--- src/design/flash_irq_clock_mux_pkg.sv ---
// Package for the flash, interrupt, clock divider and mux register bank.
// Assumes an 8-bit core with separate special-function and external
// data spaces, both run from sys_clk (the master clock).
package flash_irq_clock_mux_pkg;

	// ----------------------------------------------------------------
	// Special-function register addresses
	// ----------------------------------------------------------------
	localparam logic [7:0]  SFR_CORE_PENDING   = 8'hC0;
	localparam logic [7:0]  SFR_IRQ_SRC_A      = 8'hE8;
	localparam logic [7:0]  SFR_IRQ_SRC_B      = 8'hF8;

	// ----------------------------------------------------------------
	// External data space addresses
	// ----------------------------------------------------------------
	localparam logic [15:0] XD_SLOT_SELECT     = 16'h2104;
	localparam logic [15:0] XD_CPU_DIVIDER     = 16'h2200;
	localparam logic [15:0] XD_FLASH_CTRL      = 16'h2702;
	localparam logic [15:0] XD_RAW_IRQ         = 16'h2707;

	// ----------------------------------------------------------------
	// Field positions
	// ----------------------------------------------------------------
	localparam int          CORE_INT2_BIT      = 1;
	localparam int          CORE_INT6_BIT      = 5;
	localparam int          SLOT2_LSB          = 0;
	localparam int          SLOT3_LSB          = 4;
	localparam int          KEY_LSB            = 4;
	localparam int          READ_OK_BIT        = 2;
	localparam int          WRITE_OK_BIT       = 1;

	// Implemented source flag bits in each register
	localparam logic [7:0]  SRC_A_MASK         = 8'h7F;
	localparam logic [7:0]  SRC_B_MASK         = 8'h98;

	// ----------------------------------------------------------------
	// Reset values and constants
	// ----------------------------------------------------------------
	localparam logic [7:0]  FLAGS_RESET        = 8'h00;
	localparam logic [3:0]  SELECT_RESET       = 4'h0;
	localparam logic [2:0]  DIVIDER_RESET      = 3'h0;
	localparam logic [3:0]  KEY_RESET          = 4'h0;
	localparam logic [3:0]  KEY_UNLOCK_VALUE   = 4'h2;
	localparam logic [2:0]  DIVIDER_MAX        = 3'h4;
	localparam int          DIVIDER_BASE_EXP   = 2;
	localparam int          CPU_MIN_RATE_HZ    = 38400;

endpackage

--- src/design/irq_source_flags.sv ---
// Sticky interrupt source flags, cleared by writing zero.
// Assumes single-cycle write strobes and set pulses on sys_clk.
`timescale 1ns/1ps
module irq_source_flags
	import flash_irq_clock_mux_pkg::*;
#(
	parameter int         WIDTH = 8,
	parameter logic [7:0] MASK  = 8'hFF
) (
	// Clock and reset
	input  wire logic             sys_clk,
	input  wire logic             rst_b,
	// Hardware events
	input  wire logic [WIDTH-1:0] set_pulse,
	// Software write
	input  wire logic             wr_en,
	input  wire logic [WIDTH-1:0] wr_data,
	// Flag state
	output logic      [WIDTH-1:0] flags_q
);

	logic [WIDTH-1:0] keep;
	logic [WIDTH-1:0] flags_d;

	// Zero clears, one keeps; a new event wins over a clear
	always_comb begin
		keep    = wr_en ? wr_data : {WIDTH{1'b1}};
		flags_d = ((flags_q & keep) | set_pulse) & MASK[WIDTH-1:0];
	end

	// Flag storage
	always_ff @(posedge sys_clk or negedge rst_b) begin
		if (!rst_b) begin
			flags_q <= FLAGS_RESET[WIDTH-1:0];
		end else begin
			flags_q <= flags_d;
		end
	end

endmodule // irq_source_flags

--- src/design/cpu_clock_enable.sv ---
// Processor clock enable derived from the master clock by a power of two.
// Assumes sys_clk is the master clock; output is a one-cycle enable.
`timescale 1ns/1ps
module cpu_clock_enable
	import flash_irq_clock_mux_pkg::*;
(
	// Clock and reset
	input  wire logic       sys_clk,
	input  wire logic       rst_b,
	// Divider setting
	input  wire logic [2:0] divider,
	// Processor clock enable
	output logic            cpu_clk_en
);

	logic [2:0] div_eff;
	logic [6:0] terminal;
	logic [6:0] count_q;

	// Clamp to the largest legal setting; period is 2^(2+div) cycles
	always_comb begin
		div_eff  = (divider > DIVIDER_MAX) ? DIVIDER_MAX : divider;
		terminal = 7'((7'd1 << (DIVIDER_BASE_EXP + int'(div_eff))) - 7'd1);
	end

	// Free-running counter, restarts at the period end
	always_ff @(posedge sys_clk or negedge rst_b) begin
		if (!rst_b) begin
			count_q <= 7'h00;
		end else if (count_q >= terminal) begin
			count_q <= 7'h00;
		end else begin
			count_q <= count_q + 7'd1;
		end
	end

	assign cpu_clk_en = (count_q >= terminal);

endmodule // cpu_clock_enable

--- src/design/flash_irq_clock_mux_regs.sv ---
// Register bank: flash key, interrupt source flags, raw interrupt view,
// processor clock divider and converter slot 2/3 input selects.
// Assumes the core drives one-cycle read and write strobes on sys_clk.
// Vector pulses come from the core as it enters the int2 or int6 handler.
`timescale 1ns/1ps

// How it works
// Flash changes are enabled only while the four-bit key holds two.
// A read-only bit tells whether the emulator or serial port may write flash.
// Hardware sets the int2/5/6 source flags and they hold until software clears them.
// The core-level int2 and int6 pending bits clear when the core vectors to them.
// Software clears a core pending bit by writing zero there and ones elsewhere.
// The live levels of interrupt inputs 0 to 6 read back with no latching.
// The processor clock is the master clock divided by two to the (2 + divider).
// Software keeps the divider at four or below.
// The slowest processor clock comes from the largest divider setting.
// Two four-bit selects, reset to zero, pick the inputs for slots 2 and 3.
// Flash readability by the external ports is the inverse of code protection.
// Writing zero clears a source flag and writing one leaves it alone.
module flash_irq_clock_mux_regs
	import flash_irq_clock_mux_pkg::*;
(
	// Clock and reset
	input  wire logic        sys_clk,
	input  wire logic        rst_b,
	// Special-function space
	input  wire logic [7:0]  sfr_addr,
	input  wire logic        sfr_wr,
	input  wire logic        sfr_rd,
	input  wire logic [7:0]  sfr_wdata,
	output logic      [7:0]  sfr_rdata,
	// External data space
	input  wire logic [15:0] xd_addr,
	input  wire logic        xd_wr,
	input  wire logic        xd_rd,
	input  wire logic [7:0]  xd_wdata,
	output logic      [7:0]  xd_rdata,
	// Interrupt sources and core vectoring
	input  wire logic [7:0]  src_a_events,
	input  wire logic [7:0]  src_b_events,
	input  wire logic [6:0]  raw_irq_inputs,
	input  wire logic        vector_int2,
	input  wire logic        vector_int6,
	output logic             core_int2_pending,
	output logic             core_int6_pending,
	// Flash security
	input  wire logic        code_protection_on,
	output logic             flash_modify_en,
	output logic             flash_ext_write_ok,
	output logic             flash_ext_read_ok,
	// Clock and converter controls
	output logic             cpu_clk_en,
	output logic      [3:0]  slot2_input_select,
	output logic      [3:0]  slot3_input_select
);

	// ----------------------------------------------------------------
	// Address decode
	// ----------------------------------------------------------------
	logic       wr_src_a;
	logic       wr_src_b;
	logic       wr_pending;
	logic       wr_select;
	logic       wr_divider;
	logic       wr_flash;

	// Write strobes per register
	always_comb begin
		wr_src_a   = sfr_wr && (sfr_addr == SFR_IRQ_SRC_A);
		wr_src_b   = sfr_wr && (sfr_addr == SFR_IRQ_SRC_B);
		wr_pending = sfr_wr && (sfr_addr == SFR_CORE_PENDING);
		wr_select  = xd_wr && (xd_addr == XD_SLOT_SELECT);
		wr_divider = xd_wr && (xd_addr == XD_CPU_DIVIDER);
		wr_flash   = xd_wr && (xd_addr == XD_FLASH_CTRL);
	end

	// ----------------------------------------------------------------
	// Interrupt source flags
	// ----------------------------------------------------------------
	logic [7:0] src_a_flags;
	logic [7:0] src_b_flags;

	// Flags behind the first source register
	irq_source_flags #(
		.WIDTH (8),
		.MASK  (SRC_A_MASK)
	) u_src_a (
		.sys_clk   (sys_clk),
		.rst_b     (rst_b),
		.set_pulse (src_a_events & SRC_A_MASK),
		.wr_en     (wr_src_a),
		.wr_data   (sfr_wdata),
		.flags_q   (src_a_flags)
	);

	// Flags behind the second source register
	irq_source_flags #(
		.WIDTH (8),
		.MASK  (SRC_B_MASK)
	) u_src_b (
		.sys_clk   (sys_clk),
		.rst_b     (rst_b),
		.set_pulse (src_b_events & SRC_B_MASK),
		.wr_en     (wr_src_b),
		.wr_data   (sfr_wdata),
		.flags_q   (src_b_flags)
	);

	// ----------------------------------------------------------------
	// Core-level pending bits
	// ----------------------------------------------------------------
	logic       int2_set;
	logic       int6_set;
	logic       int2_q;
	logic       int6_q;
	logic       int2_zero_wr;
	logic       int6_zero_wr;

	// Group A events request int2, group B events request int6
	always_comb begin
		int2_set = |(src_a_events & SRC_A_MASK);
		int6_set = |(src_b_events & SRC_B_MASK);
	end

	// A zero in the pending byte clears that bit; ones leave it alone
	always_comb begin
		int2_zero_wr = wr_pending && !sfr_wdata[CORE_INT2_BIT];
		int6_zero_wr = wr_pending && !sfr_wdata[CORE_INT6_BIT];
	end

	// Vector or zero write clears; a new event wins
	always_ff @(posedge sys_clk or negedge rst_b) begin
		if (!rst_b) begin
			int2_q <= 1'b0;
		end else if (int2_set) begin
			int2_q <= 1'b1;
		end else if (vector_int2) begin
			int2_q <= 1'b0;
		end else if (int2_zero_wr) begin
			int2_q <= 1'b0;
		end
	end

	// Same precedence for int6
	always_ff @(posedge sys_clk or negedge rst_b) begin
		if (!rst_b) begin
			int6_q <= 1'b0;
		end else if (int6_set) begin
			int6_q <= 1'b1;
		end else if (vector_int6) begin
			int6_q <= 1'b0;
		end else if (int6_zero_wr) begin
			int6_q <= 1'b0;
		end
	end

	// Pending levels straight from their flops
	assign core_int2_pending = int2_q;
	assign core_int6_pending = int6_q;

	// ----------------------------------------------------------------
	// Converter slot selects
	// ----------------------------------------------------------------
	logic [3:0] slot2_q;
	logic [3:0] slot3_q;

	// Both selects share one byte
	always_ff @(posedge sys_clk or negedge rst_b) begin
		if (!rst_b) begin
			slot2_q <= SELECT_RESET;
			slot3_q <= SELECT_RESET;
		end else if (wr_select) begin
			slot2_q <= xd_wdata[SLOT2_LSB +: 4];
			slot3_q <= xd_wdata[SLOT3_LSB +: 4];
		end
	end

	// Selects go to the converter unchanged
	assign slot2_input_select = slot2_q;
	assign slot3_input_select = slot3_q;

	// ----------------------------------------------------------------
	// Processor clock divider
	// ----------------------------------------------------------------
	logic [2:0] divider_q;

	// Stored as written; out-of-range values are clamped downstream
	always_ff @(posedge sys_clk or negedge rst_b) begin
		if (!rst_b) begin
			divider_q <= DIVIDER_RESET;
		end else if (wr_divider) begin
			divider_q <= xd_wdata[2:0];
		end
	end

	// Enable pulse for the processor clock
	cpu_clock_enable u_cpu_clk (
		.sys_clk    (sys_clk),
		.rst_b      (rst_b),
		.divider    (divider_q),
		.cpu_clk_en (cpu_clk_en)
	);

	// ----------------------------------------------------------------
	// Flash key and status
	// ----------------------------------------------------------------
	logic [3:0] key_q;
	logic       unlocked;

	// Key register
	always_ff @(posedge sys_clk or negedge rst_b) begin
		if (!rst_b) begin
			key_q <= KEY_RESET;
		end else if (wr_flash) begin
			key_q <= xd_wdata[KEY_LSB +: 4];
		end
	end

	// Status derived from key and protection
	always_comb begin
		unlocked           = (key_q == KEY_UNLOCK_VALUE);
		flash_modify_en    = unlocked;
		flash_ext_write_ok = unlocked && !code_protection_on;
		flash_ext_read_ok  = !code_protection_on;
	end

	// ----------------------------------------------------------------
	// Register images as a read sees them
	// ----------------------------------------------------------------
	logic [7:0] pending_img;
	logic [7:0] select_img;
	logic [7:0] divider_img;
	logic [7:0] flash_img;
	logic [7:0] raw_img;

	// Unused bit positions read as zero
	always_comb begin
		pending_img                = 8'h00;
		pending_img[CORE_INT2_BIT] = int2_q;
		pending_img[CORE_INT6_BIT] = int6_q;
		select_img                 = 8'h00;
		select_img[SLOT2_LSB +: 4] = slot2_q;
		select_img[SLOT3_LSB +: 4] = slot3_q;
		divider_img                = {5'h00, divider_q};
		flash_img                  = 8'h00;
		flash_img[KEY_LSB +: 4]    = key_q;
		flash_img[READ_OK_BIT]     = flash_ext_read_ok;
		flash_img[WRITE_OK_BIT]    = flash_ext_write_ok;
		raw_img                    = {1'b0, raw_irq_inputs};
	end

	// ----------------------------------------------------------------
	// Read data
	// ----------------------------------------------------------------
	logic [7:0] sfr_mux;
	logic [7:0] xd_mux;
	logic [7:0] sfr_rdata_q;
	logic [7:0] xd_rdata_q;

	// Special-function read selection; unmapped reads give zero
	always_comb begin
		sfr_mux = 8'h00;
		case (sfr_addr)
			SFR_IRQ_SRC_A:    sfr_mux = src_a_flags;
			SFR_IRQ_SRC_B:    sfr_mux = src_b_flags;
			SFR_CORE_PENDING: sfr_mux = pending_img;
			default:          sfr_mux = 8'h00;
		endcase
	end

	// External data read selection; unmapped reads give zero
	always_comb begin
		xd_mux = 8'h00;
		case (xd_addr)
			XD_SLOT_SELECT: xd_mux = select_img;
			XD_CPU_DIVIDER: xd_mux = divider_img;
			XD_FLASH_CTRL:  xd_mux = flash_img;
			XD_RAW_IRQ:     xd_mux = raw_img;
			default:        xd_mux = 8'h00;
		endcase
	end

	// Read data registered on the strobe, held until the next read
	always_ff @(posedge sys_clk or negedge rst_b) begin
		if (!rst_b) begin
			sfr_rdata_q <= 8'h00;
		end else if (sfr_rd) begin
			sfr_rdata_q <= sfr_mux;
		end
	end

	// External read data, same timing as the special-function side
	always_ff @(posedge sys_clk or negedge rst_b) begin
		if (!rst_b) begin
			xd_rdata_q <= 8'h00;
		end else if (xd_rd) begin
			xd_rdata_q <= xd_mux;
		end
	end

	// Read data leaves from flops
	assign sfr_rdata = sfr_rdata_q;
	assign xd_rdata  = xd_rdata_q;

endmodule // flash_irq_clock_mux_regs

--- config.mk ---
export PLATFORM = sky130hd
export DESIGN_NAME = flash_irq_clock_mux_regs
export DESIGN_NICKNAME = d
export VERILOG_FILES = /design/src/design/flash_irq_clock_mux_pkg.sv /design/src/design/irq_source_flags.sv /design/src/design/cpu_clock_enable.sv /design/src/design/flash_irq_clock_mux_regs.sv
export SDC_FILE = /design/constraint.sdc
export NUM_CORES = 1
export LEC_CHECK = 0
export ABC_AREA = 1
export BUFFER_PORTS_ARGS = -buffer_cell sky130_fd_sc_hd__buf_2
export CAP_MARGIN = 20
export CELL_PAD_IN_SITES_DETAIL_PLACEMENT = 1
export CELL_PAD_IN_SITES_GLOBAL_PLACEMENT = 1
export CORE_MARGIN = 2
export CORE_UTILIZATION = 38
export DETAILED_ROUTE_END_ITERATION = 8
export GPL_ROUTABILITY_DRIVEN = 0
export PLACE_DENSITY = 0.9
export RECOVER_POWER = 50
export SYNTH_ARGS = -nofsm -noshare
export SYNTH_HDL_FRONTEND = slang
export SYNTH_SLANG_ARGS = --single-unit
--- constraint.sdc ---
create_clock -name sys_clk -period 7 [get_ports sys_clk]
set_clock_uncertainty 0.1 [all_clocks]
set_input_delay 1.05 -clock sys_clk [delete_from_list [all_inputs] [get_ports sys_clk]]
set_output_delay 1.05 -clock sys_clk [all_outputs]
set_load 0.03 [all_outputs]
Yosys cells after proc, flatten, opt, wreduce, memory -nomap -nowiden
Index checks and enable logic that the tools add are counted.

Output and inout port bits: 30. Logic and storage cells: 57. Input bits: 72. Bits in registers: 50.

Add/sub/neg operators: 3. Shift-type cells: 1. Multiplexer cells: 12. Eq/ne operators: 8. Bitwise logic cells: 4. Reductions and logical operators: 16. Order comparisons: 2.

Operators by type and width (number): 16-bit by 14-bit equality test with 1-bit output, second input constant (4); 8-bit one-hot mux with 4 select lines (1); 1-bit by 32-bit left shift with 7-bit output, first input constant (1); 8-bit equality test, second input constant (3); 8-bit one-hot mux with 3 select lines (1); 7-bit 2-to-1 mux (2); 1-bit logical AND (9); 8-bit bitwise AND (1); 8-bit 2-to-1 mux (1); 8-bit OR (1); 7-bit by 1-bit adder with 7-bit output, second input constant (1); 7-bit bitwise AND (1); 7-bit greater-or-equal comparator (1); 7-bit OR (1); 7-bit OR reduction (1); 7-bit by 1-bit subtractor with 7-bit output, second input constant (1); 1-bit 2-to-1 mux (6); 3-bit nonzero test (2); 2-bit by 3-bit adder with 4-bit output, first input constant (1); 4-bit by 2-bit equality test with 1-bit output, second input constant (1); 3-bit greater-than comparator, second input constant (1); 1-bit logical NOT (3); 3-bit 2-to-1 mux (1); 3-bit OR reduction (1).

Logic depth before layout (Yosys ltp)
Gate-level depths: netlist of the first run.

Depth in word-level cells: 7. Depth in mapped cells: 15. Gate-level depth less buffers: 15.

Cells and area by module
From an unflattened synthesis of the first run, not the netlist that was laid out.

Cell total of the unflattened synthesis: 400. Area, all modules: 2924.1 um2.

By module, submodules not included: flash_irq_clock_mux_regs (cells each 266, instances 1, area each 1871.8 um2, seq. area each 825.8 um2); cpu_clock_enable (cells each 66, instances 1, area each 561.8 um2, seq. area each 175.2 um2); irq_source_flags at u_src_a (cells each 44, instances 1, area each 317.8 um2, seq. area each 175.2 um2); irq_source_flags at u_src_b (cells each 24, instances 1, area each 172.7 um2, seq. area each 75.1 um2).

Worst setup path before layout of the first run
OpenSTA, ideal clock, no wires.

Path kind: reg-to-output. Start point: register divider_q[2]. End point: output port cpu_clk_en. Cell stages (with the launch flop): 15. Required time: 5850 ps. Buffers on the path: 1. Arrival: 2420 ps. Setup slack: 3430 ps. Path through: dfrtp_1 buf_2 nor2_2 ha_1 or2_2 nor2_1 inv_1 ha_1 xor2_1 ha_1 nand2_1 o21bai_1 nand2_1 nand2_1 nand2_2.

Cells in the longest elaborated chain, start to end: 6.

Ends and longest elaborated chain: start: declaration (line flash_irq_clock_mux_regs.sv:185) `logic [2:0] divider_q;`; start signal: assignment (line flash_irq_clock_mux_regs.sv:192) `divider_q <= xd_wdata[2:0];`; 3-bit greater-than comparator (line cpu_clock_enable.sv:22) `div_eff = (divider > DIVIDER_MAX) ? DIVIDER_MAX : divider;`; 3-bit 2-to-1 mux (*) (line cpu_clock_enable.sv:22); 2-bit by 3-bit adder with 4-bit output (*) (line cpu_clock_enable.sv:23) `terminal = 7'((7'd1 << (DIVIDER_BASE_EXP + int'(div_eff))) - 7'd1);`; 1-bit by 32-bit left shift with 7-bit output (*) (line cpu_clock_enable.sv:23); 7-bit by 1-bit subtractor with 7-bit output (*) (line cpu_clock_enable.sv:23); 7-bit greater-or-equal comparator (*) (line cpu_clock_enable.sv:37) `assign cpu_clk_en = (count_q >= terminal);`; end: declaration (line flash_irq_clock_mux_regs.sv:52) `output logic cpu_clk_en,`.

Every way passes the cells marked *; elsewhere a longest branch is shown, timed or not.

Worst setup path in the final report of the first run
Start point: register divider_q[1]. End point: output port cpu_clk_en.

Same word-level chain as after synthesis.

==> results of run 1 <==
power by group through the flow:
| stage | logic (W) | registers, W | clock network [W] |
|---|---|---|---|
| finish | 0.0000459 | 0.000290 | 0.000202 |
| global route | 0.0000514 | 0.000290 | 0.000219 |
| CTS | 0.0000469 | 0.000290 | 0.000208 |
| detailed placement | 0.0000467 | 0.000295 | 0 |
| global placement | 0.0000447 | 0.000295 | 0 |
| floorplan | 0.0000142 | 0.000296 | 0 |
how the worst max path moves through the flow:
stage	from	to	slack, ns	cells past startpoint
6_report	divider_q[1]$_DFFE_PN0P_	cpu_clk_en	2.69	15
5_1_grt	divider_q[1]$_DFFE_PN0P_	cpu_clk_en	2.45	15
4_1_cts	divider_q[1]$_DFFE_PN0P_	cpu_clk_en	2.68	15
3_5_place_dp	divider_q[1]$_DFFE_PN0P_	cpu_clk_en	3.02	15
3_3_place_gp	divider_q[2]$_DFFE_PN0P_	cpu_clk_en	3.18	14
2_1_floorplan	divider_q[2]$_DFFE_PN0P_	cpu_clk_en	3.43	14
worst register-to-register path, cell delays in order, from the launching register on:
cell and delay (ns):
dfrtp_1 0.49, inv_1 0.08, nor2_2 0.14, ha_1 0.27
or2_2 0.30, nor2_1 0.17, inv_1 0.06, ha_1 0.18
xor2_1 0.16, ha_1 0.30, o21a_1 0.12, nor2_1 0.11
nand2_1 0.08, nand2_1 0.07, nand2_2 0.11, nor2_1 0.13
layout by cell type, fill, tap and decap left out, drive strengths merged, types with 2 or more instances in the layout:
cell / n
ha: 9
inv: 42
nor2: 36
nor3: 13
nand3: 37
xor2: 5
dfrtp: 50
o21ai: 19
clkinv: 3
o21bai: 9
o22ai: 5
nand4: 2
buf: 85
nor4: 2
o31ai: 6
a21oi: 2
clkbuf: 16
nand3b: 2
nand2: 86
state kept, by name, summed over array words and instances (netlist names):
signal,cells
slot2_input_select,4
slot3_input_select,4
u_src_b.flags_q,3
core_int6_pending,1
sfr_rdata,8
key_q,4
core_int2_pending,1
divider_q,3
u_src_a.flags_q,7
xd_rdata,8
u_cpu_clk.count_q,7
through the flow:
| stage | util | hold WS, ns | setup WS, ns |
|---|---|---|---|
| floorplan | - | 0.355 | 3.43 |
| global route | 0.493 | 0.424 | 2.45 |
| CTS | 0.494 | 0.390 | 2.68 |
| finish | 0.493 | 0.389 | 2.69 |
| global placement | 0.478 | 0.357 | 3.18 |
| detailed placement | 0.478 | 0.364 | 3.02 |
Yosys cell counts (6+ instances only):
master     n  area, sq um
o21ai_0   10         50.1
ha_1       9          113
nor2_2     6         37.5
nor2_1    27          101
nor3_1    13         65.1
o31ai_1    6         45.0
dfrtp_1   50         1250
nand2_1   80          300
inv_1     42          158
nand3_1   37          185
o21bai_1   9         67.6
o21ai_2    7         61.3
layout make-up:
cell class / count / share of cell area
multi-input cells: 238 / 0.377
flip-flops and latches: 50 / 0.370
repair buffers: 96 / 0.138
inverters: 43 / 0.0477
well taps: 96 / 0.0355
clock buffers: 5 / 0.0203
clock inverters: 3 / 0.0118
kinds of logic after synthesis:
group                      after synthesis  share of synthesized area
AOI/OAI and AO/OA                       43                      0.106
xor gates and xnor gates                 6                     0.0193
adders and majority gates                9                     0.0413
buffers and inverters                   50                     0.0738
DFF                                     50                      0.459
and+or+nand+nor                        180                      0.301
routing by layer:
metal | vias up | global-route usage
met5 | - | 0
met4 | 0 | 0.0289
met3 | 2 | 0.0401
met2 | 72 | 0.358
met1 | 1221 | 0.230
li1 | 1290 | -
==> impl_results.md, run 1 <==
* Hold depth at 2
* Relative slew margins at -0.495
* Via count at 2585
* Filler cells at 900
* Ys flop type: dfrtp_1
* Number of max-cap violations at 1
* Clock group share of total power at 0.376
* Post-synth EDFFs at 0
* Seq cells post-synth at 50
* Outcome: finished with violations
* WL final at 7210 um
* DPL Wire Length at 5740 um
* Mapped Cells at 338
* CP Launch Type: flop
* CP Capture Type: primary output
* Worst VDD drop at 90.7 uV
* Post-route ant nets at 0
* Final Instance Area at 0.00338 sq mm
* Vias in the first global route at 2653
* Hold_sp: xd_rdata[4]$_DFFE_PN0P_
* Req. time, crit path at 5.85 ns
* Final hold viol count at 0
* Global-route wire length before repair at 11900 um
* Comb power frac at 0.085
* Min-delay worst type: reg2reg
* Grt ovf at 0
* Distinct cell type count after synthesis at 32
* I/O pin count at 102
* Switching part of the total at 0.232
* Delay-heaviest family, CP: simple AND/OR/NAND/NOR gates
* Initial drt markers at 44
* Yosys Warn Count at 0
* Post-CTS setup buffers at 0
* Wire per inst at 13.6 um
* TritonCTS clock tree: done
* Die height at 88.7 um
* Die width at 88.7 um
* R2r startpoint: divider_q[1]$_DFFE_PN0P_
* Leakage power at 1.87 nW
* Hold buffer count at cts at 0
* Non-Filler Instances at 531
* Flop pwr share at 0.539
* Crit Path Class: reg2out
* Inst Count DP at 522
* Crit Path Max Fanout at 8
* PD cells at 159 mW/mm^2
* DR vias/cell at 4.87
* Met3 wire len at 392 um
* Post-Route Setup TNS at 0 ns
* Final critical-path required period at 4.31 ns
* PostCTS Resize Cnt at 0
* Remaining DRCs at 0
* CP Cell Sequence: inv_1 -> nor2_2 -> ha_1 -> or2_2 -> nor2_1 -> inv_1 -> ha_1 -> xor2_1 -> ha_1 -> nand2_1 -> o21bai_1 -> nand2_1 -> nand2_1 -> nand2_2 -> buf_2
* Port buffer count at 95
* Max clock buf depth at 2
* Area taken by multi-input logic gates at 0.00128 sq mm
* FF-to-FF path depth at 15
* Slew @ Worst Pin at 2.24 ns
* Max frequency at 232 MHz
* Mean Syn Cell Area at 8.07 sq um
* Area Growth Syn to Fin at 24.0%
* Register-to-register setup slack at 4.06 ns
* WL met1 at 3040 um
* Drt pass-1 iters at 6
* RSZ-0062 raised after global routing: no
* Nets at 515
* CTS clk-pin slew, worst paths at 0.09 ns
* Share of cells above drive strength 1 at 0.269
* Internal cell power at 0.000413 W
* Num rows at 30
* Syn Nets at 419
* Switch Pwr at 0.000125 W
* Diodes inserted at 0
* Hold path endpoint: xd_rdata[4]$_DFFE_PN0P_
* Failing checks: max-capacitance violations, max-slew violations
* Uppermost layer routed: met4
* Sequential element share of the synthesized area at 0.459
* Setup Viol. Count Final at 0
* GRT Total Usage at 0.192
* Mapped Area at 0.00273 sq mm
* FF-to-FF End: u_cpu_clk.count_q[4]$_DFF_PN0_
* Area of the die at 0.00787 sq mm
* Tot Pwr at 0.000538 W
* Post-synth ARST share at 1.00
* FF+latch area at 0.00125 sq mm
* CP bufs+invs at 3
* Met2 WL at 3770 um
* Area after DPL at 0.00328 sq mm
* Clk Latency, worst-skew pair at 0.29 ns
* Critical Path AT at 3.16 ns
* H-tree depth at 2
* Slew Viols, Final at 43
* Critical-path top delay cell: dfrtp_1
* CTS Buf Count at 5
* Final period utilization at 0.616
* Largest net degree at the start of global routing at 51
* CP peak stage delay at 0.49 ns
* Initial antenna violation count at 0
* Core ar. at 0.00687 sq mm
* Effective utilization at floorplan at 0.397
* Clk sink count at 50
* CTS root buf: clkbuf_8
Note: power is estimated with default switching activity, not from simulation.
==> run 2, diff against run 1 <==
--- a/config.mk
+++ b/config.mk
@@ -11,10 +11,10 @@
 export CELL_PAD_IN_SITES_DETAIL_PLACEMENT = 1
 export CELL_PAD_IN_SITES_GLOBAL_PLACEMENT = 1
 export CORE_MARGIN = 2
-export CORE_UTILIZATION = 38
+export CORE_UTILIZATION = 32
 export DETAILED_ROUTE_END_ITERATION = 8
 export GPL_ROUTABILITY_DRIVEN = 0
-export PLACE_DENSITY = 0.9
+export PLACE_DENSITY = 0.81
 export RECOVER_POWER = 50
 export SYNTH_ARGS = -nofsm -noshare
 export SYNTH_HDL_FRONTEND = slang
==> constraint.sdc (replaced) <==
create_clock -name sys_clk -period 3.45 [get_ports sys_clk]
set_clock_uncertainty 0.1 [all_clocks]
set_input_delay 0.5175 -clock sys_clk [delete_from_list [all_inputs] [get_ports sys_clk]]
set_output_delay 0.5175 -clock sys_clk [all_outputs]
set_load 0.03 [all_outputs]
==> run 2 against run 1 <==
- the run still ends with max-capacitance violations, max-slew violations left
- critical path depth decreased by 1
- worst hold slack got worse by 0.24 ns
- cell count grew 2.8%
- setup slack worse by 2.5 ns
- via count up 1.0%
- clock power up 110%
- non-clock buffer count grew 6
- core utilization shrank 7.1 points
- critical endpoint unchanged
==> impl_results.md, run 2 (synthesis gave the netlist of run 1 again) <==
* DR vias/cell at 4.78 (-1.7%)
* CP Cell Sequence: buf_4 -> ha_4 -> or2_4 -> inv_2 -> nand3_1 -> ha_2 -> xor2_1 -> ha_1 -> o21a_1 -> nor2_1 -> nand2_1 -> nand2_1 -> nand2_2 -> buf_6
* Relative slew margins at -0.340 (+0.155)
* Clk sink count at 50 (unchanged)
* FF+latch area at 0.00125 sq mm (+0.20%)
* Clk Latency, worst-skew pair at 0.30 ns (about the same)
* CP Capture Type: primary output
* Post-route ant nets at 0 (unchanged)
* Cell mode on critical path: nand2_1
* Via count at 2612 (+1.0%)
* WL final at 7460 um (+3.5%)
* Max frequency at 305 MHz
* Global-route wire length before repair at 12200 um (+2.5%)
* H-tree depth at 2 (unchanged)
* PD cells at 315 mW/mm^2 (+98%)
* Port buffer count at 95 (unchanged)
* Initial drt markers at 31 (-30%)
* Die height at 96.3 um (+8.6%)
* Initial antenna violation count at 0 (unchanged)
* Area taken by multi-input logic gates at 0.00130 sq mm (+1.6%)
* Num rows at 33 (+10%)
* Slew @ Worst Pin at 2.01 ns (-0.233 ns)
* Req. time, crit path at 2.83 ns (-3.02 ns)
* Critical-path top delay cell: dfrtp_2
* Die width at 96.3 um (+8.6%)
* GRT Total Usage at 0.168 (-0.0240)
* Grt ovf at 0 (unchanged)
* DPL Wire Length at 5860 um (+2.0%)
* Post-Route Setup TNS at 0 ns (unchanged)
* Largest net degree at the start of global routing at 51 (unchanged)
* Crit Path Class: reg2out
* Worst VDD drop at 136 uV (+49%)
* Crit path from: divider_q[2]$_DFFE_PN0P_
* TritonCTS clock tree: done
* Filler cells at 1038 (+15%)
* Nets at 521 (+1.2%)
* Drt pass-1 iters at 4 (-2)
* Share of cells above drive strength 1 at 0.308 (+0.0394)
* Final critical-path required period at 3.28 ns
* RSZ-0062 raised after global routing: yes
* Wire per inst at 13.7 um (+0.62%)
* Crit Path Max Fanout at 3 (-5)
* Number of max-cap violations at 1 (unchanged)
* Min-delay worst type: in2async
* CTS root buf: clkbuf_8
* Area of the die at 0.00928 sq mm (+18%)
* Outcome: finished with violations
* R2r startpoint: divider_q[2]$_DFFE_PN0P_
* CP peak stage delay at 0.44 ns (-0.05 ns)
* Most common cell after layout, fill and taps aside: buf_2
* Most frequent cells in the layout: 92 x buf_2, 80 x nand2_1, 48 x dfrtp_1, 40 x inv_1, 37 x nand3_1
* Max clock buf depth at 2 (unchanged)
* Final period utilization at 0.950
* Leakage power at 1.92 nW (+2.6%)
* Setup Viol. Count Final at 0 (unchanged)
* Failing checks: max-capacitance violations, max-slew violations
* Critical Path AT at 2.66 ns (-0.50 ns)
* Remaining DRCs at 0 (unchanged)
* Vias in the first global route at 2752 (+3.7%)
* Area Growth Syn to Fin at 27.7%
* CTS Buf Count at 5 (unchanged)
* Hold buffer count at cts at 0 (unchanged)
* I/O pin count at 102 (unchanged)
* Diodes inserted at 0 (unchanged)
* CTS clk-pin slew, worst paths at 0.09 ns (about the same)
* Tot Pwr at 0.00110 W (+100%)
* CP Launch Type: flop
* Slew Viols, Final at 38 (-12%)
* Effective utilization at floorplan at 0.330 (-0.0668)
* Final hold viol count at 0 (unchanged)
* Core ar. at 0.00826 sq mm (+20%)
run 2: report_power, final:
group | switching (W) | leakage (nW) | internal [W]
Combinational | 0.0000561 | 1.24 | 0.0000371
Sequential | 0.000000894 | 0.629 | 0.000587
Clock | 0.000200 | 0.0504 | 0.000216
Total | 0.000257 | 1.92 | 0.000840
run 2: per-stage QoR:
stage | hold WS, ns | cell area, sq um | utilization | std cells | worst slack, ns
global route | 0.176 | 3480 | 0.422 | 546 | -0.0260
global placement | 0.361 | 3310 | 0.401 | 533 | 0.279
detailed placement | 0.363 | 3310 | 0.401 | 533 | 0.196
finish | 0.146 | 3480 | 0.422 | 546 | 0.174
floorplan | 0.122 | 2730 | - | 338 | 0.413
CTS | 0.307 | 3460 | 0.418 | 543 | 0.0143
run 2: layer usage:
layer | vias to the layer above | global-route usage | part of all wire
met5 | - | 0 | 0
met1 | 1229 | 0.190 | 0.43
met4 | 0 | 0.0411 | 0.0088
li1 | 1303 | - | -
met3 | 6 | 0.0423 | 0.055
met2 | 74 | 0.312 | 0.50
run 2: timing repair:
item,in CTS,in global routing
setup buffers,2,2
endpoints found under the setup margin,1,1
pin swaps,0,6
resized for setup,7,5
run 2: worst max-delay path, delay by kind of cell, from the launching register on:
kind	cells	cell delay [ns]
AND/OR/NAND/NOR	6	0.61
XOR/XNOR	1	0.14
flip-flops	1	0.44
buffers and inverters	3	0.36
adder cells (fa/ha/maj)	3	0.69
AO/OA/AOI/OAI	1	0.11
run 2: final cells by class:
cell class,instances,area share
multi-input combinational,238,0.372
sequential,50,0.360
timing repair buffer,102,0.152
inverter,43,0.0463
tap,105,0.0377
clock buffer,5,0.0197
clock inverter,3,0.0129
run 2: worst paths after layout:
kind | endpoint | slack, ns | depth (start not counted)
max | cpu_clk_en | 0.17 | 14
min | key_q[3]$_DFFE_PN0P_ | 0.15 | 1
max reg2reg | u_cpu_clk.count_q[2]$_DFF_PN0_ | 0.81 | 15
min reg2reg | xd_rdata[3]$_DFFE_PN0P_ | 0.39 | 2
max in group asynchronous | divider_q[1]$_DFFE_PN0P_ | 0.64 | 2
min in group sys_clk | u_src_a.flags_q[0]$_DFF_PN0_ | 0.31 | 3
==> run 3, diff against run 2 <==
--- a/config.mk
+++ b/config.mk
@@ -10,7 +10,7 @@
 export CAP_MARGIN = 20
 export CELL_PAD_IN_SITES_DETAIL_PLACEMENT = 1
 export CELL_PAD_IN_SITES_GLOBAL_PLACEMENT = 1
-export CORE_MARGIN = 2
+export CORE_MARGIN = 3
 export CORE_UTILIZATION = 32
 export DETAILED_ROUTE_END_ITERATION = 8
 export GPL_ROUTABILITY_DRIVEN = 0
==> run 3 against run 2 <==
- the flow still finishes with violations (max-capacitance violations, max-slew violations)
- first-iteration DRC count increased by 140%
- cell count grew 0.55%
- via count is 1.3% higher
- register-to-register slack lost 0.05 ns
- sequential cell count unchanged
- sequential power about the same
- setup slack got worse by 0.054 ns
- critical path type unchanged
==> impl_results.md, run 3 (synthesis gave the netlist of run 1 again) <==
* I/O pin count at 102 (unchanged)
* Vias in the first global route at 2823 (+2.6%)
* Area Growth Syn to Fin at 29.2%
* Final Instance Area at 0.00352 sq mm (+1.1%)
* Met2 usage at 0.289 (-0.0233)
* Min-delay worst type: in2reg
* Remaining DRCs at 0 (unchanged)
* Initial drt markers at 74 (+140%)
* WL final at 7680 um (+2.9%)
* DPL Wire Length at 6040 um (+3.1%)
* Most frequent cells in the layout: 90 x buf_2, 80 x nand2_1, 48 x dfrtp_1, 39 x inv_1, 36 x nand3_1
* Failing checks: max-capacitance violations, max-slew violations
* Crit Path Class: reg2out
* Core ar. at 0.00826 sq mm (unchanged)
* GRT Total Usage at 0.159 (-0.00899)
* Global-route wire length before repair at 12800 um (+5.1%)
* FF-to-FF End: u_cpu_clk.count_q[6]$_DFF_PN0_
* Worst VDD drop at 141 uV (+3.9%)
* PD cells at 310 mW/mm^2 (-1.5%)
* Nets at 524 (+0.58%)
* Final hold viol count at 0 (unchanged)
* Non-Filler Instances at 549 (+0.55%)
* Area after DPL at 0.00332 sq mm (+0.23%)
* Grt ovf at 0 (unchanged)
* Met3 Resource Use GR at 0.0429 (+0.000571)
* H-tree depth at 2 (unchanged)
* Relative slew margins at -0.117 (+0.223)
* Effective utilization at floorplan at 0.330 (unchanged)
* Outcome: finished with violations
* CTS Buf Count at 5 (unchanged)
* FF-to-FF path depth at 15 (unchanged)
* CP Launch Type: flop
* CP Cell Sequence: nor2_4 -> ha_4 -> or2_4 -> nor2_4 -> inv_2 -> ha_2 -> xor2_1 -> ha_1 -> o21a_1 -> nor2_1 -> nand2_1 -> nand2_1 -> nand2_2 -> buf_6
* Critical Path AT at 2.71 ns (+0.05 ns)
* CTS root buf: clkbuf_8
* Die height at 98.3 um (+2.1%)
* Wire per inst at 14.0 um (+2.4%)
* CP Capture Point: cpu_clk_en
* Critical-path top delay cell: dfrtp_2
* Area of the die at 0.00967 sq mm (+4.2%)
* Global route hottest layer: met2
* Register-to-register setup slack at 0.76 ns (-0.05 ns)
* Leakage power at 1.93 nW (+0.58%)
* Met1 usage at 0.187 (-0.00312)
* RSZ-0062 raised after global routing: yes
* Req. time, crit path at 2.83 ns (about the same)
* Die width at 98.3 um (+2.1%)
* TritonCTS clock tree: done
* Initial antenna violation count at 0 (unchanged)
* Clk Latency, worst-skew pair at 0.31 ns (about the same)
* CP peak stage delay at 0.46 ns (+0.02 ns)
* Crit path depth at 14 (unchanged)
* Post-Route Setup TNS at 0 ns (unchanged)
* CP Capture Type: primary output
* Via count at 2647 (+1.3%)
* CTS clk-pin slew, worst paths at 0.10 ns (about the same)
* DR vias/cell at 4.82 (+0.79%)
* Crit Path Max Fanout at 3 (unchanged)
* Slew @ Worst Pin at 1.68 ns (-0.334 ns)
* Max clock buf depth at 2 (unchanged)
* Inst Count DP at 534 (+0.19%)
* Worst hold slack at 0.308 ns (+0.162 ns)
* Number of max-cap violations at 1 (unchanged)
* Drt pass-1 iters at 4 (unchanged)
* CP bufs+invs at 2 (-1)
* Delay-heaviest family, CP: simple AND/OR/NAND/NOR gates
* Most common cell after layout, fill and taps aside: buf_2
* Clk sink count at 50 (unchanged)
* Post-route ant nets at 0 (unchanged)
* Port buffer count at 95 (unchanged)
* Diodes inserted at 0 (unchanged)
* Largest net degree at the start of global routing at 32 (-37%)
* Max frequency at 300 MHz (-1.6%)
* Final Core Density at 0.427 (+0.00485)
* Final period utilization at 0.965 (+0.0157)
* R2r startpoint: divider_q[2]$_DFFE_PN0P_
* Setup Viol. Count Final at 0 (unchanged)
* Slew Viols, Final at 32 (-16%)
* Final critical-path required period at 3.33 ns (+0.0543 ns)
* Share of cells above drive strength 1 at 0.313 (+0.00467)
* Num rows at 33 (unchanged)
* Crit path from: divider_q[2]$_DFFE_PN0P_
## run 3: worst min-delay path by stage
stage               slack [ns]                    start  depth (start not counted)                             to
finish                    0.31          src_a_events[6]                          3   u_src_a.flags_q[6]$_DFF_PN0_
global placement          0.36  xd_rdata[3]$_DFFE_PN0P_                          2        xd_rdata[3]$_DFFE_PN0P_
floorplan                 0.12                    rst_b                          0  core_int2_pending$_DFFE_PN0P_
CTS                       0.17                    rst_b                          1       sfr_rdata[1]$_DFFE_PN0P_
detailed placement        0.37  xd_rdata[7]$_DFFE_PN0P_                          2        xd_rdata[7]$_DFFE_PN0P_
global route              0.31          src_a_events[0]                          3   u_src_a.flags_q[0]$_DFF_PN0_
## run 3: routing by layer
layer / vias up / wire length, um
li1: 1307 / -
met1: 1253 / 3230
met2: 75 / 3860
met3: 12 / 451
met4: 0 / 133
met5: - / 0
## run 3: power by group
group	switching (W)	internal, W
logic	0.0000564	0.0000371
registers	0.000000847	0.000587
clock network	0.000196	0.000216
## run 3: timing repair
| action | in CTS | in global routing |
|---|---|---|
| setup endpoints to repair | 1 | 1 |
| resized for setup | 8 | 7 |
| setup buffers | 4 | 3 |
| hold buffers | 0 | 0 |
| gates cloned | 0 | 0 |
| pin swaps | 1 | 6 |
## run 3: tightest hold or removal path, stage by stage
cell and delay [ns]:
buf_2 0.09, inv_1 0.04, nand2_1 0.05
## run 3: cell type report
| class | count | area (sq um) |
|---|---|---|
| fillers | 1067 | 4730 |
| multi-input cells | 238 | 1300 |
| flip-flops and latches | 50 | 1250 |
| repair buffers | 105 | 561 |
| inverters | 43 | 164 |
| well taps | 105 | 131 |
| clock buffers | 5 | 68.8 |
| clock inverters | 3 | 45.0 |
## run 3: through the flow
step | setup slack, ns | power, W
after floorplan | 0.413 | 0.000630
after global placement | 0.276 | 0.000692
after detailed placement | 0.178 | 0.000696
after CTS | 0.00935 | 0.00111
after global routing | -0.0603 | 0.00115
final | 0.119 | 0.00109
